### src/rxsw_pkg.sv
// rxsw_pkg: constants for the receive status word and receiver control block
package rxsw_pkg;
    // register byte offsets
    localparam logic [7:0]  OFS_MAC_CTRL   = 8'h00;
    localparam logic [7:0]  OFS_RX_STATE   = 8'h04;
    localparam logic [7:0]  OFS_STS_POP    = 8'h08;
    localparam logic [7:0]  OFS_DATA_POP   = 8'h0C;
    // mac_control_reg fields
    localparam int          CTL_RXON_BIT   = 2;
    localparam int          CTL_PASSBAD    = 16;
    localparam logic [31:0] CTL_RESET      = 32'h0000_0000;
    // rx state register fields
    localparam int          ST_RXERR_BIT   = 0;
    localparam int          ST_RUN_BIT     = 1;
    localparam int          ST_SCNT_LSB    = 8;
    // status word fields
    localparam int          SW_ES          = 15;
    localparam int          SW_RUNT        = 11;
    localparam int          SW_MCAST       = 10;
    localparam int          SW_LONG        = 7;
    localparam int          SW_LATECOL     = 6;
    localparam int          SW_FTYPE       = 5;
    localparam int          SW_WDOG        = 4;
    localparam int          SW_MIIERR      = 3;
    localparam int          SW_DRIBBLE     = 2;
    localparam int          SW_CRC         = 1;
    localparam int          SW_LEN_LSB     = 16;
    // frame size limits in bytes
    localparam logic [13:0] COLL_WINDOW    = 14'd64;
    localparam logic [13:0] MAX_FRAME      = 14'd1518;
    localparam logic [15:0] MAX_LENTYPE    = 16'd1500;
    localparam logic [13:0] HDR_BYTES      = 14'd14;
    localparam logic [13:0] WDOG_LIMIT     = 14'd2048;
    // dribble thresholds
    localparam logic [2:0]  DRIB_MII       = 3'd4;
    localparam logic [2:0]  DRIB_10M       = 3'd3;
    // crc
    localparam logic [31:0] CRC_INIT       = 32'hFFFF_FFFF;
    localparam logic [31:0] CRC_POLY_R     = 32'hEDB8_8320;
    localparam logic [31:0] CRC_RESIDUE    = 32'hDEBB_20E3;
    // fifo geometry
    localparam int          DAW            = 6;
    localparam int          SAW            = 3;
    // receive sequencer
    typedef enum logic [1:0] {
        RX_IDLE   = 2'b00,
        RX_RECV   = 2'b01,
        RX_FLUSH  = 2'b10,
        RX_STATUS = 2'b11
    } rxsw_state_t;
endpackage

### src/rxsw_top.sv
// rxsw_top: receive status word builder, rx fifos and receiver stop/start control
// Behaviour
// - runt bit when frame under 64 bytes
// - runts kept only with pass-bad-frames set
// - multicast bit from destination group bit
// - status bits 9:8 and 0 zero
// - too-long bit over 1518, no truncation
// - late collision bit after collision window
// - frame type bit, never for short runts
// - watchdog bit when frame passes limit
// - interface error bit on any rx_er
// - dribble bit for 4 bits, or >=3 in 10M mode
// - no dribble bit with late collision
// - dribble with good crc is valid frame
// - crc bit on mismatch or rx_er
// - one halted pulse once receiver stops
// - error flag never stops reception
// - error flag on underruns or status overrun
// - error summary is or of bad bits
// - byte count in bits 29:16
// - status pushed after all frame data
`timescale 1ns/1ps
module rxsw_top
(
    // clock and reset
    input  wire logic        pclk,
    input  wire logic        presetn,
    // apb slave
    input  wire logic        psel,
    input  wire logic        penable,
    input  wire logic        pwrite,
    input  wire logic [7:0]  paddr,
    input  wire logic [31:0] pwdata,
    output logic      [31:0] prdata,
    output logic             pready,
    output logic             pslverr,
    // byte stream from the mac frame path
    input  wire logic        rx_frame,
    input  wire logic        rx_byte_valid,
    input  wire logic [7:0]  rx_byte,
    input  wire logic        rx_err,
    input  wire logic        rx_col,
    input  wire logic [2:0]  rx_dribble_bits,
    input  wire logic        rx_mode_10m,
    // events
    output logic             receiver_halted_irq
);

    // control and flag registers
    logic [31:0]             mac_control_reg;     // software control word
    logic                    receiver_error_flag; // sticky, write one to clear
    logic                    rx_running;          // receiver currently accepting frames
    rxsw_pkg::rxsw_state_t   state;
    logic                    rx_frame_q;          // rx_frame one cycle back, for start edge

    // data fifo storage and pointers
    logic [31:0]             dmem [0:(1<<rxsw_pkg::DAW)-1];
    logic [rxsw_pkg::DAW:0]  d_wr;                // tentative write pointer
    logic [rxsw_pkg::DAW:0]  d_commit;            // end of last accepted frame
    logic [rxsw_pkg::DAW:0]  d_rd;
    // status fifo storage and pointers
    logic [31:0]             smem [0:(1<<rxsw_pkg::SAW)-1];
    logic [rxsw_pkg::SAW:0]  s_wr;
    logic [rxsw_pkg::SAW:0]  s_rd;

    // frame accumulation
    logic [13:0]             byte_cnt;            // bytes seen in this frame
    logic [31:0]             pack;                // word being assembled
    logic [1:0]              lane;                // next byte lane
    logic [31:0]             crc;
    logic [15:0]             lentype;
    logic                    f_mcast;
    logic                    f_latecol;
    logic                    f_wdog;
    logic                    f_miierr;
    logic                    f_dribble;
    logic [31:0]             sword;               // finished status word
    logic                    frame_ok;            // frame is to be kept

    // apb helpers
    logic                    setup;
    logic                    access;
    logic                    sts_empty_q;         // status fifo empty seen at setup
    logic                    dat_empty_q;         // data fifo empty seen at setup

    // fifo state
    logic                    d_full;
    logic                    d_empty;
    logic                    s_full;
    logic                    s_empty;
    logic                    push_word;
    logic [31:0]             push_data;
    logic                    frame_end;
    logic                    stop_done;

    // crc over one byte, reflected
    function automatic logic [31:0] crc_byte(input logic [31:0] c, input logic [7:0] b);
        logic [31:0] r;
        r = c ^ {24'h00_0000, b};
        for (int i = 0; i < 8; i++)
        begin
            r = r[0] ? ((r >> 1) ^ rxsw_pkg::CRC_POLY_R) : (r >> 1);
        end
        return r;
    endfunction

    assign setup    = psel & ~penable;
    assign access   = psel & penable & pready;
    assign d_full   = (d_wr[rxsw_pkg::DAW] != d_rd[rxsw_pkg::DAW]) &&
                      (d_wr[rxsw_pkg::DAW-1:0] == d_rd[rxsw_pkg::DAW-1:0]);
    assign d_empty  = (d_rd == d_commit);
    assign s_full   = (s_wr[rxsw_pkg::SAW] != s_rd[rxsw_pkg::SAW]) &&
                      (s_wr[rxsw_pkg::SAW-1:0] == s_rd[rxsw_pkg::SAW-1:0]);
    assign s_empty  = (s_wr == s_rd);
    assign frame_end = (state == rxsw_pkg::RX_RECV) && !rx_frame;

    // status word assembly from the per-frame flags
    always_comb
    begin
        sword = 32'h0000_0000;
        sword[29:rxsw_pkg::SW_LEN_LSB] = byte_cnt;
        sword[rxsw_pkg::SW_RUNT]    = byte_cnt < rxsw_pkg::COLL_WINDOW;
        sword[rxsw_pkg::SW_MCAST]   = f_mcast;
        sword[rxsw_pkg::SW_LONG]    = byte_cnt > rxsw_pkg::MAX_FRAME;
        sword[rxsw_pkg::SW_LATECOL] = f_latecol;
        sword[rxsw_pkg::SW_FTYPE]   = (byte_cnt >= rxsw_pkg::HDR_BYTES) &&
                                      (lentype > rxsw_pkg::MAX_LENTYPE);
        sword[rxsw_pkg::SW_WDOG]    = f_wdog;
        sword[rxsw_pkg::SW_MIIERR]  = f_miierr;
        sword[rxsw_pkg::SW_DRIBBLE] = f_dribble & ~f_latecol;
        sword[rxsw_pkg::SW_CRC]     = (crc != rxsw_pkg::CRC_RESIDUE) | f_miierr;
        sword[rxsw_pkg::SW_ES]      = sword[rxsw_pkg::SW_RUNT] | sword[rxsw_pkg::SW_LONG] |
                                      sword[rxsw_pkg::SW_LATECOL] | sword[rxsw_pkg::SW_CRC];
        sword[9:8] = 2'b00;
        sword[0]   = 1'b0;
    end

    // runts dropped unless pass-bad-frames is set
    // dribble alone never makes a frame bad
    assign frame_ok = !sword[rxsw_pkg::SW_RUNT] || mac_control_reg[rxsw_pkg::CTL_PASSBAD];

    // word packer: a full word or the final partial word goes to the data fifo
    always_comb
    begin
        push_word = 1'b0;
        push_data = pack;
        if (state == rxsw_pkg::RX_RECV && rx_frame && rx_byte_valid &&
            byte_cnt < rxsw_pkg::WDOG_LIMIT && lane == 2'd3)
        begin
            push_word = 1'b1;
            push_data = {rx_byte, pack[23:0]};
        end
        else if (state == rxsw_pkg::RX_FLUSH && lane != 2'd0)
        begin
            push_word = 1'b1;
        end
    end

    // receive sequencer
    always_ff @(posedge pclk or negedge presetn)
    begin
        if (!presetn)
        begin
            state      <= rxsw_pkg::RX_IDLE;
            rx_frame_q <= 1'b0;
        end
        else
        begin
            // edge memory so a frame already running at enable is skipped whole
            rx_frame_q <= rx_frame;
            case (state)
                rxsw_pkg::RX_IDLE:
                begin
                    // frames start only while enabled; mid-frame enables wait
                    if (rx_frame && !rx_frame_q && rx_running &&
                        mac_control_reg[rxsw_pkg::CTL_RXON_BIT])
                    begin
                        state <= rxsw_pkg::RX_RECV;
                    end
                end
                rxsw_pkg::RX_RECV:
                begin
                    if (!rx_frame)
                    begin
                        state <= rxsw_pkg::RX_FLUSH;
                    end
                end
                rxsw_pkg::RX_FLUSH:
                begin
                    state <= rxsw_pkg::RX_STATUS;
                end
                rxsw_pkg::RX_STATUS:
                begin
                    state <= rxsw_pkg::RX_IDLE;
                end
                default:
                begin
                    state <= rxsw_pkg::RX_IDLE;
                end
            endcase
        end
    end

    // per-frame accumulation of bytes, crc and flags
    always_ff @(posedge pclk or negedge presetn)
    begin
        if (!presetn)
        begin
            byte_cnt  <= 14'd0;
            pack      <= 32'h0000_0000;
            lane      <= 2'd0;
            crc       <= rxsw_pkg::CRC_INIT;
            lentype   <= 16'h0000;
            f_mcast   <= 1'b0;
            f_latecol <= 1'b0;
            f_wdog    <= 1'b0;
            f_miierr  <= 1'b0;
            f_dribble <= 1'b0;
        end
        else if (state == rxsw_pkg::RX_IDLE)
        begin
            // clear for the next frame
            byte_cnt  <= 14'd0;
            pack      <= 32'h0000_0000;
            lane      <= 2'd0;
            crc       <= rxsw_pkg::CRC_INIT;
            lentype   <= 16'h0000;
            f_mcast   <= 1'b0;
            f_latecol <= 1'b0;
            f_wdog    <= 1'b0;
            f_miierr  <= 1'b0;
            f_dribble <= 1'b0;
        end
        else if (state == rxsw_pkg::RX_RECV && rx_frame)
        begin
            if (rx_err)
            begin
                f_miierr <= 1'b1;
            end
            if (rx_col && byte_cnt >= rxsw_pkg::COLL_WINDOW)
            begin
                f_latecol <= 1'b1;
            end
            if (rx_byte_valid)
            begin
                // counting goes on past 1518, nothing is cut there
                byte_cnt <= byte_cnt + 14'd1;
                crc      <= crc_byte(crc, rx_byte);
                // past the limit bytes are counted, not stored
                if (byte_cnt >= rxsw_pkg::WDOG_LIMIT)
                begin
                    f_wdog <= 1'b1;
                end
                else
                begin
                    lane <= lane + 2'd1;
                    pack <= (lane == 2'd3) ? 32'h0000_0000 : (pack | ({24'h00_0000, rx_byte}
                            << {lane, 3'b000}));
                end
                // group bit of first destination byte
                if (byte_cnt == 14'd0)
                begin
                    f_mcast <= rx_byte[0];
                end
                if (byte_cnt == 14'd12)
                begin
                    lentype[15:8] <= rx_byte;
                end
                if (byte_cnt == 14'd13)
                begin
                    lentype[7:0] <= rx_byte;
                end
            end
        end
        else if (frame_end)
        begin
            f_dribble <= rx_mode_10m ? (rx_dribble_bits >= rxsw_pkg::DRIB_10M)
                                     : (rx_dribble_bits == rxsw_pkg::DRIB_MII);
        end
    end

    // data fifo write side with commit or rewind per frame
    always_ff @(posedge pclk or negedge presetn)
    begin
        if (!presetn)
        begin
            d_wr     <= '0;
            d_commit <= '0;
        end
        else
        begin
            // full fifo drops the word; the host sees it in the length only
            if (push_word && !d_full)
            begin
                d_wr <= d_wr + 1'b1;
            end
            if (state == rxsw_pkg::RX_STATUS)
            begin
                // data committed with the status push
                if (frame_ok && !s_full)
                begin
                    d_commit <= d_wr;
                end
                else
                begin
                    d_wr <= d_commit;
                end
            end
        end
    end

    // data fifo array
    always_ff @(posedge pclk)
    begin
        if (push_word && !d_full)
        begin
            dmem[d_wr[rxsw_pkg::DAW-1:0]] <= push_data;
        end
    end

    // status fifo write, one state after the flush state
    always_ff @(posedge pclk or negedge presetn)
    begin
        if (!presetn)
        begin
            s_wr <= '0;
        end
        else if (state == rxsw_pkg::RX_STATUS && frame_ok && !s_full)
        begin
            s_wr <= s_wr + 1'b1;
        end
    end

    always_ff @(posedge pclk)
    begin
        if (state == rxsw_pkg::RX_STATUS && frame_ok && !s_full)
        begin
            smem[s_wr[rxsw_pkg::SAW-1:0]] <= sword;
        end
    end

    // read pointers advance on completed pops
    always_ff @(posedge pclk or negedge presetn)
    begin
        if (!presetn)
        begin
            s_rd <= '0;
            d_rd <= '0;
        end
        else if (access && !pwrite)
        begin
            if (paddr == rxsw_pkg::OFS_STS_POP && !sts_empty_q)
            begin
                s_rd <= s_rd + 1'b1;
            end
            if (paddr == rxsw_pkg::OFS_DATA_POP && !dat_empty_q)
            begin
                d_rd <= d_rd + 1'b1;
            end
        end
    end

    // control register
    always_ff @(posedge pclk or negedge presetn)
    begin
        if (!presetn)
        begin
            mac_control_reg <= rxsw_pkg::CTL_RESET;
        end
        // host clears or sets the receiver on bit here
        else if (access && pwrite && paddr == rxsw_pkg::OFS_MAC_CTRL)
        begin
            mac_control_reg <= pwdata;
        end
    end

    assign stop_done = rx_running && !mac_control_reg[rxsw_pkg::CTL_RXON_BIT] &&
                       (state == rxsw_pkg::RX_IDLE);

    // run state and halt pulse
    always_ff @(posedge pclk or negedge presetn)
    begin
        if (!presetn)
        begin
            rx_running          <= 1'b0;
            receiver_halted_irq <= 1'b0;
        end
        else
        begin
            receiver_halted_irq <= 1'b0;
            if (mac_control_reg[rxsw_pkg::CTL_RXON_BIT])
            begin
                rx_running <= 1'b1;
            end
            // halt waits for the frame and its status
            else if (stop_done)
            begin
                rx_running <= 1'b0;
                receiver_halted_irq <= 1'b1;
            end
        end
    end

    // receiver error flag; a new event wins over the clear
    always_ff @(posedge pclk or negedge presetn)
    begin
        if (!presetn)
        begin
            receiver_error_flag <= 1'b0;
        end
        // underrun of either fifo or status overrun
        else if ((access && !pwrite && paddr == rxsw_pkg::OFS_STS_POP && sts_empty_q) ||
                 (access && !pwrite && paddr == rxsw_pkg::OFS_DATA_POP && dat_empty_q) ||
                 (state == rxsw_pkg::RX_STATUS && frame_ok && s_full))
        begin
            receiver_error_flag <= 1'b1;
        end
        else if (access && pwrite && paddr == rxsw_pkg::OFS_RX_STATE &&
                 pwdata[rxsw_pkg::ST_RXERR_BIT])
        begin
            receiver_error_flag <= 1'b0;
        end
    end

    // apb answer: data latched in setup, ready in the access cycle
    always_ff @(posedge pclk or negedge presetn)
    begin
        if (!presetn)
        begin
            prdata      <= 32'h0000_0000;
            pready      <= 1'b0;
            pslverr     <= 1'b0;
            sts_empty_q <= 1'b1;
            dat_empty_q <= 1'b1;
        end
        else
        begin
            pready  <= setup;
            pslverr <= 1'b0;
            if (setup)
            begin
                sts_empty_q <= s_empty;
                dat_empty_q <= d_empty;
                prdata      <= 32'h0000_0000;
                case (paddr)
                    rxsw_pkg::OFS_MAC_CTRL:
                    begin
                        prdata <= mac_control_reg;
                    end
                    rxsw_pkg::OFS_RX_STATE:
                    begin
                        prdata[rxsw_pkg::ST_RXERR_BIT] <= receiver_error_flag;
                        prdata[rxsw_pkg::ST_RUN_BIT]   <= rx_running;
                        prdata[rxsw_pkg::ST_SCNT_LSB +: rxsw_pkg::SAW+1] <= s_wr - s_rd;
                    end
                    rxsw_pkg::OFS_STS_POP:
                    begin
                        // empty pop reads zero and flags underrun
                        prdata <= s_empty ? 32'h0000_0000 : smem[s_rd[rxsw_pkg::SAW-1:0]];
                    end
                    rxsw_pkg::OFS_DATA_POP:
                    begin
                        prdata <= d_empty ? 32'h0000_0000 : dmem[d_rd[rxsw_pkg::DAW-1:0]];
                    end
                    default:
                    begin
                        // unmapped address answers with an error
                        pslverr <= 1'b1;
                    end
                endcase
            end
        end
    end

endmodule // rxsw_top

### config.mk
export PLATFORM = sky130hd
export DESIGN_NAME = rxsw_top
export DESIGN_NICKNAME = d
export VERILOG_FILES = /design/src/rxsw_pkg.sv /design/src/rxsw_top.sv
export SDC_FILE = /design/constraint.sdc
export NUM_CORES = 2
export LEC_CHECK = 0
export ABC_AREA = 0
export BUFFER_PORTS_ARGS = -buffer_cell sky130_fd_sc_hd__buf_2
export CORE_ASPECT_RATIO = 1.25
export CORE_MARGIN = 8
export CORE_UTILIZATION = 31
export CTS_BUF_LIST = sky130_fd_sc_hd__clkbuf_16
export CTS_CLUSTER_SIZE = 12
export DETAILED_ROUTE_END_ITERATION = 7
export HOLD_SLACK_MARGIN = 0.02
export SLEW_MARGIN = 20
export SYNTH_ARGS = -nofsm -noshare
export SYNTH_HDL_FRONTEND = slang
export SYNTH_SLANG_ARGS = --single-unit
### constraint.sdc
create_clock -name pclk -period 7.94 [get_ports pclk]
set_input_delay 0.794 -clock pclk [delete_from_list [all_inputs] [get_ports pclk]]
set_output_delay 0.794 -clock pclk [all_outputs]
set_load 0.005 [all_outputs]
==> flow_summary.json <==
{
  "largest_reg_flops": 2048,
  "synth_nets": 4709,
  "routabilityCongestion": 0.866,
  "synth_area_um2": 95600,
  "clkTransAtPathRegs_ns": 0.06,
  "first_pass_iters": 6,
  "fmax_mhz": 207,
  "grt_pass1_wl_mm": 362,
  "whs_ns": 0.114,
  "fin_crit_sh_pct": 60.8,
  "worstPathCellList": "inv_1 -> ha_1 -> and3_1 -> a32oi_1 -> a21o_1 -> nor2_1 -> nand3b_1 -> buf_4 -> nor2_4",
  "worstMarginPinSlew_ns": 1.20,
  "ios": 96,
  "routed_wl_mm": 256,
  "cts_setup_buffers": 0,
  "synth_top_area_share_pct": 70.4,
  "num_rows": 228,
  "stdcell_count": 9014,
  "viasPerCell": 5.18,
  "dieWidth_um": 513,
  "cts_buffer_depth": 4,
  "worst_setup_path_end_kind": "flop",
  "drc_errors": 0,
  "worst_path_largest_cell_delay_ns": 0.84,
  "yosysMostFrequentCell": "edfxtp_1",
  "first_global_vias": 47500,
  "ys_ff_latch": 2444,
  "grt_max_degree": 129,
  "ir_worst_vdd_v": 0.000173,
  "wl_per_cell_um": 28.4,
  "place_inst": 8597,
  "area_delta_synth_final_pct": 13.6,
  "synthFlopType": "edfxtp_1",
  "drive_gt1_share_pct": 25.4,
  "path_max_fanout": 32,
  "cap_violations": 0,
  "synthArstFlopShare_pct": 8.35,
  "synth-edff-count": 2240,
  "powerDensity_nw_per_um2": 253,
  "tns_ns": 0,
  "yosysTopAreaCell": "edfxtp_1",
  "gr-total-overflow": 0,
  "critPathRequiredTime_ns": 8.38,
  "cp_top_family": "simple AND/OR/NAND/NOR gates",
  "h-tree-depth": 4,
  "min_period_ns": 4.83,
  "cts_buffers": 238,
  "track_usage_pct": 15.2,
  "drt-initial-drc-count": 5021,
  "antenna_left": 0,
  "status": "finished, final reports clean",
  "yosysSeqAreaShare_pct": 75.7,
  "min_path_type": "primary input to flop",
  "initial_core_util_pct": 31.1,
  "fin_nets": 4912,
  "cp-start-kind": "flop",
  "cts_hold_buf": 1,
  "leakagePower_nw": 30.9,
  "cts_root_buf": "clkbuf_16",
  "via_count": 46700,
  "cts_tree": "done",
  "yosysWarnings": 0,
  "syn_area_per_cell_um2": 20.7,
  "worst-path-buf-inv": 2,
  "fillers": 28100,
  "clock-sinks": 2444,
  "setup_viol": 0,
  "critical-path-slowest-cell": "nor2_4",
  "finalHoldViolations": 0,
  "critPathKind": "flop to flop",
  "dp_hpwl_mm": 154,
  "slew-limit-headroom_pct": 19.6,
  "antenna_found_initial": 12,
  "cts_resized": 0,
  "cp.arrival_ns": 5.27,
  "die-area_um2": 327000,
  "synthDistinctLibCells": 78,
  "insertion_delay_ns": 0.92,
  "synth_common_cells": "edfxtp_1 (2240), mux4_2 (524), mux2i_1 (224)",
  "portBuffers": 95,
  "fin_skew_ns": 0.106,
  "ys_top_cells_by_area": "edfxtp_1 (70%), mux4_2 (12%), dfrtp_1 (4.4%), mux2i_1 (2.3%), dfstp_2 (0.93%)",
  "die_y_um": 637,
  "rsz0062_at_grt": "no",
  "core-area_um2": 308000,
  "drv_slew": 0,
  "synthCells": 4630
}
[metrics by stage]
stage	area [um2]	worst slack (ns)	power, mW	utilization (%)
2_1_floorplan	95600	2.72	16.6	-
3_5_place_dp	101000	2.91	17.7	32.9
4_1_cts	108000	3.05	27.7	35.1
6_report	109000	3.11	27.5	35.3
3_3_place_gp	101000	2.85	17.6	32.9
5_1_grt	109000	2.87	28.4	35.3
[cell usage in the layout, fill, tap and decap left out, drive strengths merged, types with 5 or more instances in the layout]
cell / synthesis / layout
or4: 5 / 5
o211ai: 57 / 57
inv: 20 / 137
diode: 0 / 10
a221oi: 26 / 26
nand2b: 10 / 10
a211oi: 6 / 6
buf: 174 / 219
o21ai: 35 / 35
a31oi: 12 / 12
or3: 5 / 5
a22oi: 64 / 64
nor2b: 8 / 8
o22ai: 95 / 95
clkinv: 1 / 26
mux2: 84 / 84
xor2: 54 / 54
o2111ai: 5 / 5
edfxtp: 2240 / 2240
nor3: 17 / 17
mux2i: 224 / 224
nand2: 148 / 148
nor4: 8 / 8
nor2: 192 / 192
ha: 17 / 17
mux4: 524 / 524
dfrtp: 170 / 170
or2: 11 / 11
xnor2: 60 / 60
dfstp: 34 / 34
clkbuf: 83 / 238
and3: 8 / 8
nand4: 15 / 15
nand3b: 6 / 6
a21oi: 101 / 101
nand3: 71 / 71
[report_power, final]
group	total [mW]	internal (mW)	switching [mW]
combinational	1.91	0.636	1.27
sequential	15.5	14.8	0.724
clock	10.1	5.48	4.65
[path summary, 6_finish.rpt]
| kind | start | to | slack [ns] | cells past startpoint |
|---|---|---|---|---|
| setup / recovery | state[1]$_DFFE_PN0P_ | dmem[26][22]$_DFFE_PP_ | 3.11 | 9 |
| hold / removal | rx_frame | rx_frame_q$_DFF_PN0_ | 0.11 | 1 |
| setup reg to reg | state[1]$_DFFE_PN0P_ | dmem[26][22]$_DFFE_PP_ | 3.11 | 9 |
| hold reg to reg | dat_empty_q$_DFFE_PN1P_ | dat_empty_q$_DFFE_PN1P_ | 0.49 | 2 |
| max in group asynchronous | presetn | d_rd[3]$_DFFE_PN0P_ | 5.93 | 3 |
| min in group asynchronous | presetn | f_wdog$_DFFE_PN0P_ | 0.58 | 2 |
[worst reg2reg max path, stage by stage (launching register included)]
cell and delay [ns]:
dfrtp_1 0.41, inv_1 0.12, ha_1 0.25, and3_1 0.58
a32oi_1 0.52, a21o_1 0.37, nor2_1 0.28, nand3b_1 0.57
buf_4 0.44, nor2_4 0.85
[cell type report]
cell class              count  area (um2)  share of cell area, %
clock buffers             238        5960                   5.48
clock inverters           148         766                  0.705
repair buffers            220        2000                   1.84
diodes                     10        25.0                 0.0230
well taps                4025        5040                   4.64
flip-flops and latches   2444       72500                   66.8
inverters                  21        78.8                 0.0726
multi-input cells        1908       22300                   20.5
[cells by family after synthesis]
family / synth area share [%]
adder cells (fa/ha/maj): 0.243
AO/OA/AOI/OAI: 2.92
AND/OR/NAND/NOR: 2.55
buffers and inverters: 1.59
multiplexers: 15.7
XOR/XNOR: 1.28
flip-flops: 75.7
[layer usage]
metal,track usage [%],vias up,part of all wire [%]
met5,0,-,0
met4,7.35,0,5.9
met3,2.44,438,6.8
met2,25.3,1876,49
met1,19.3,25000,38
li1,-,19400,-
(Power assumes the default switching activity.)
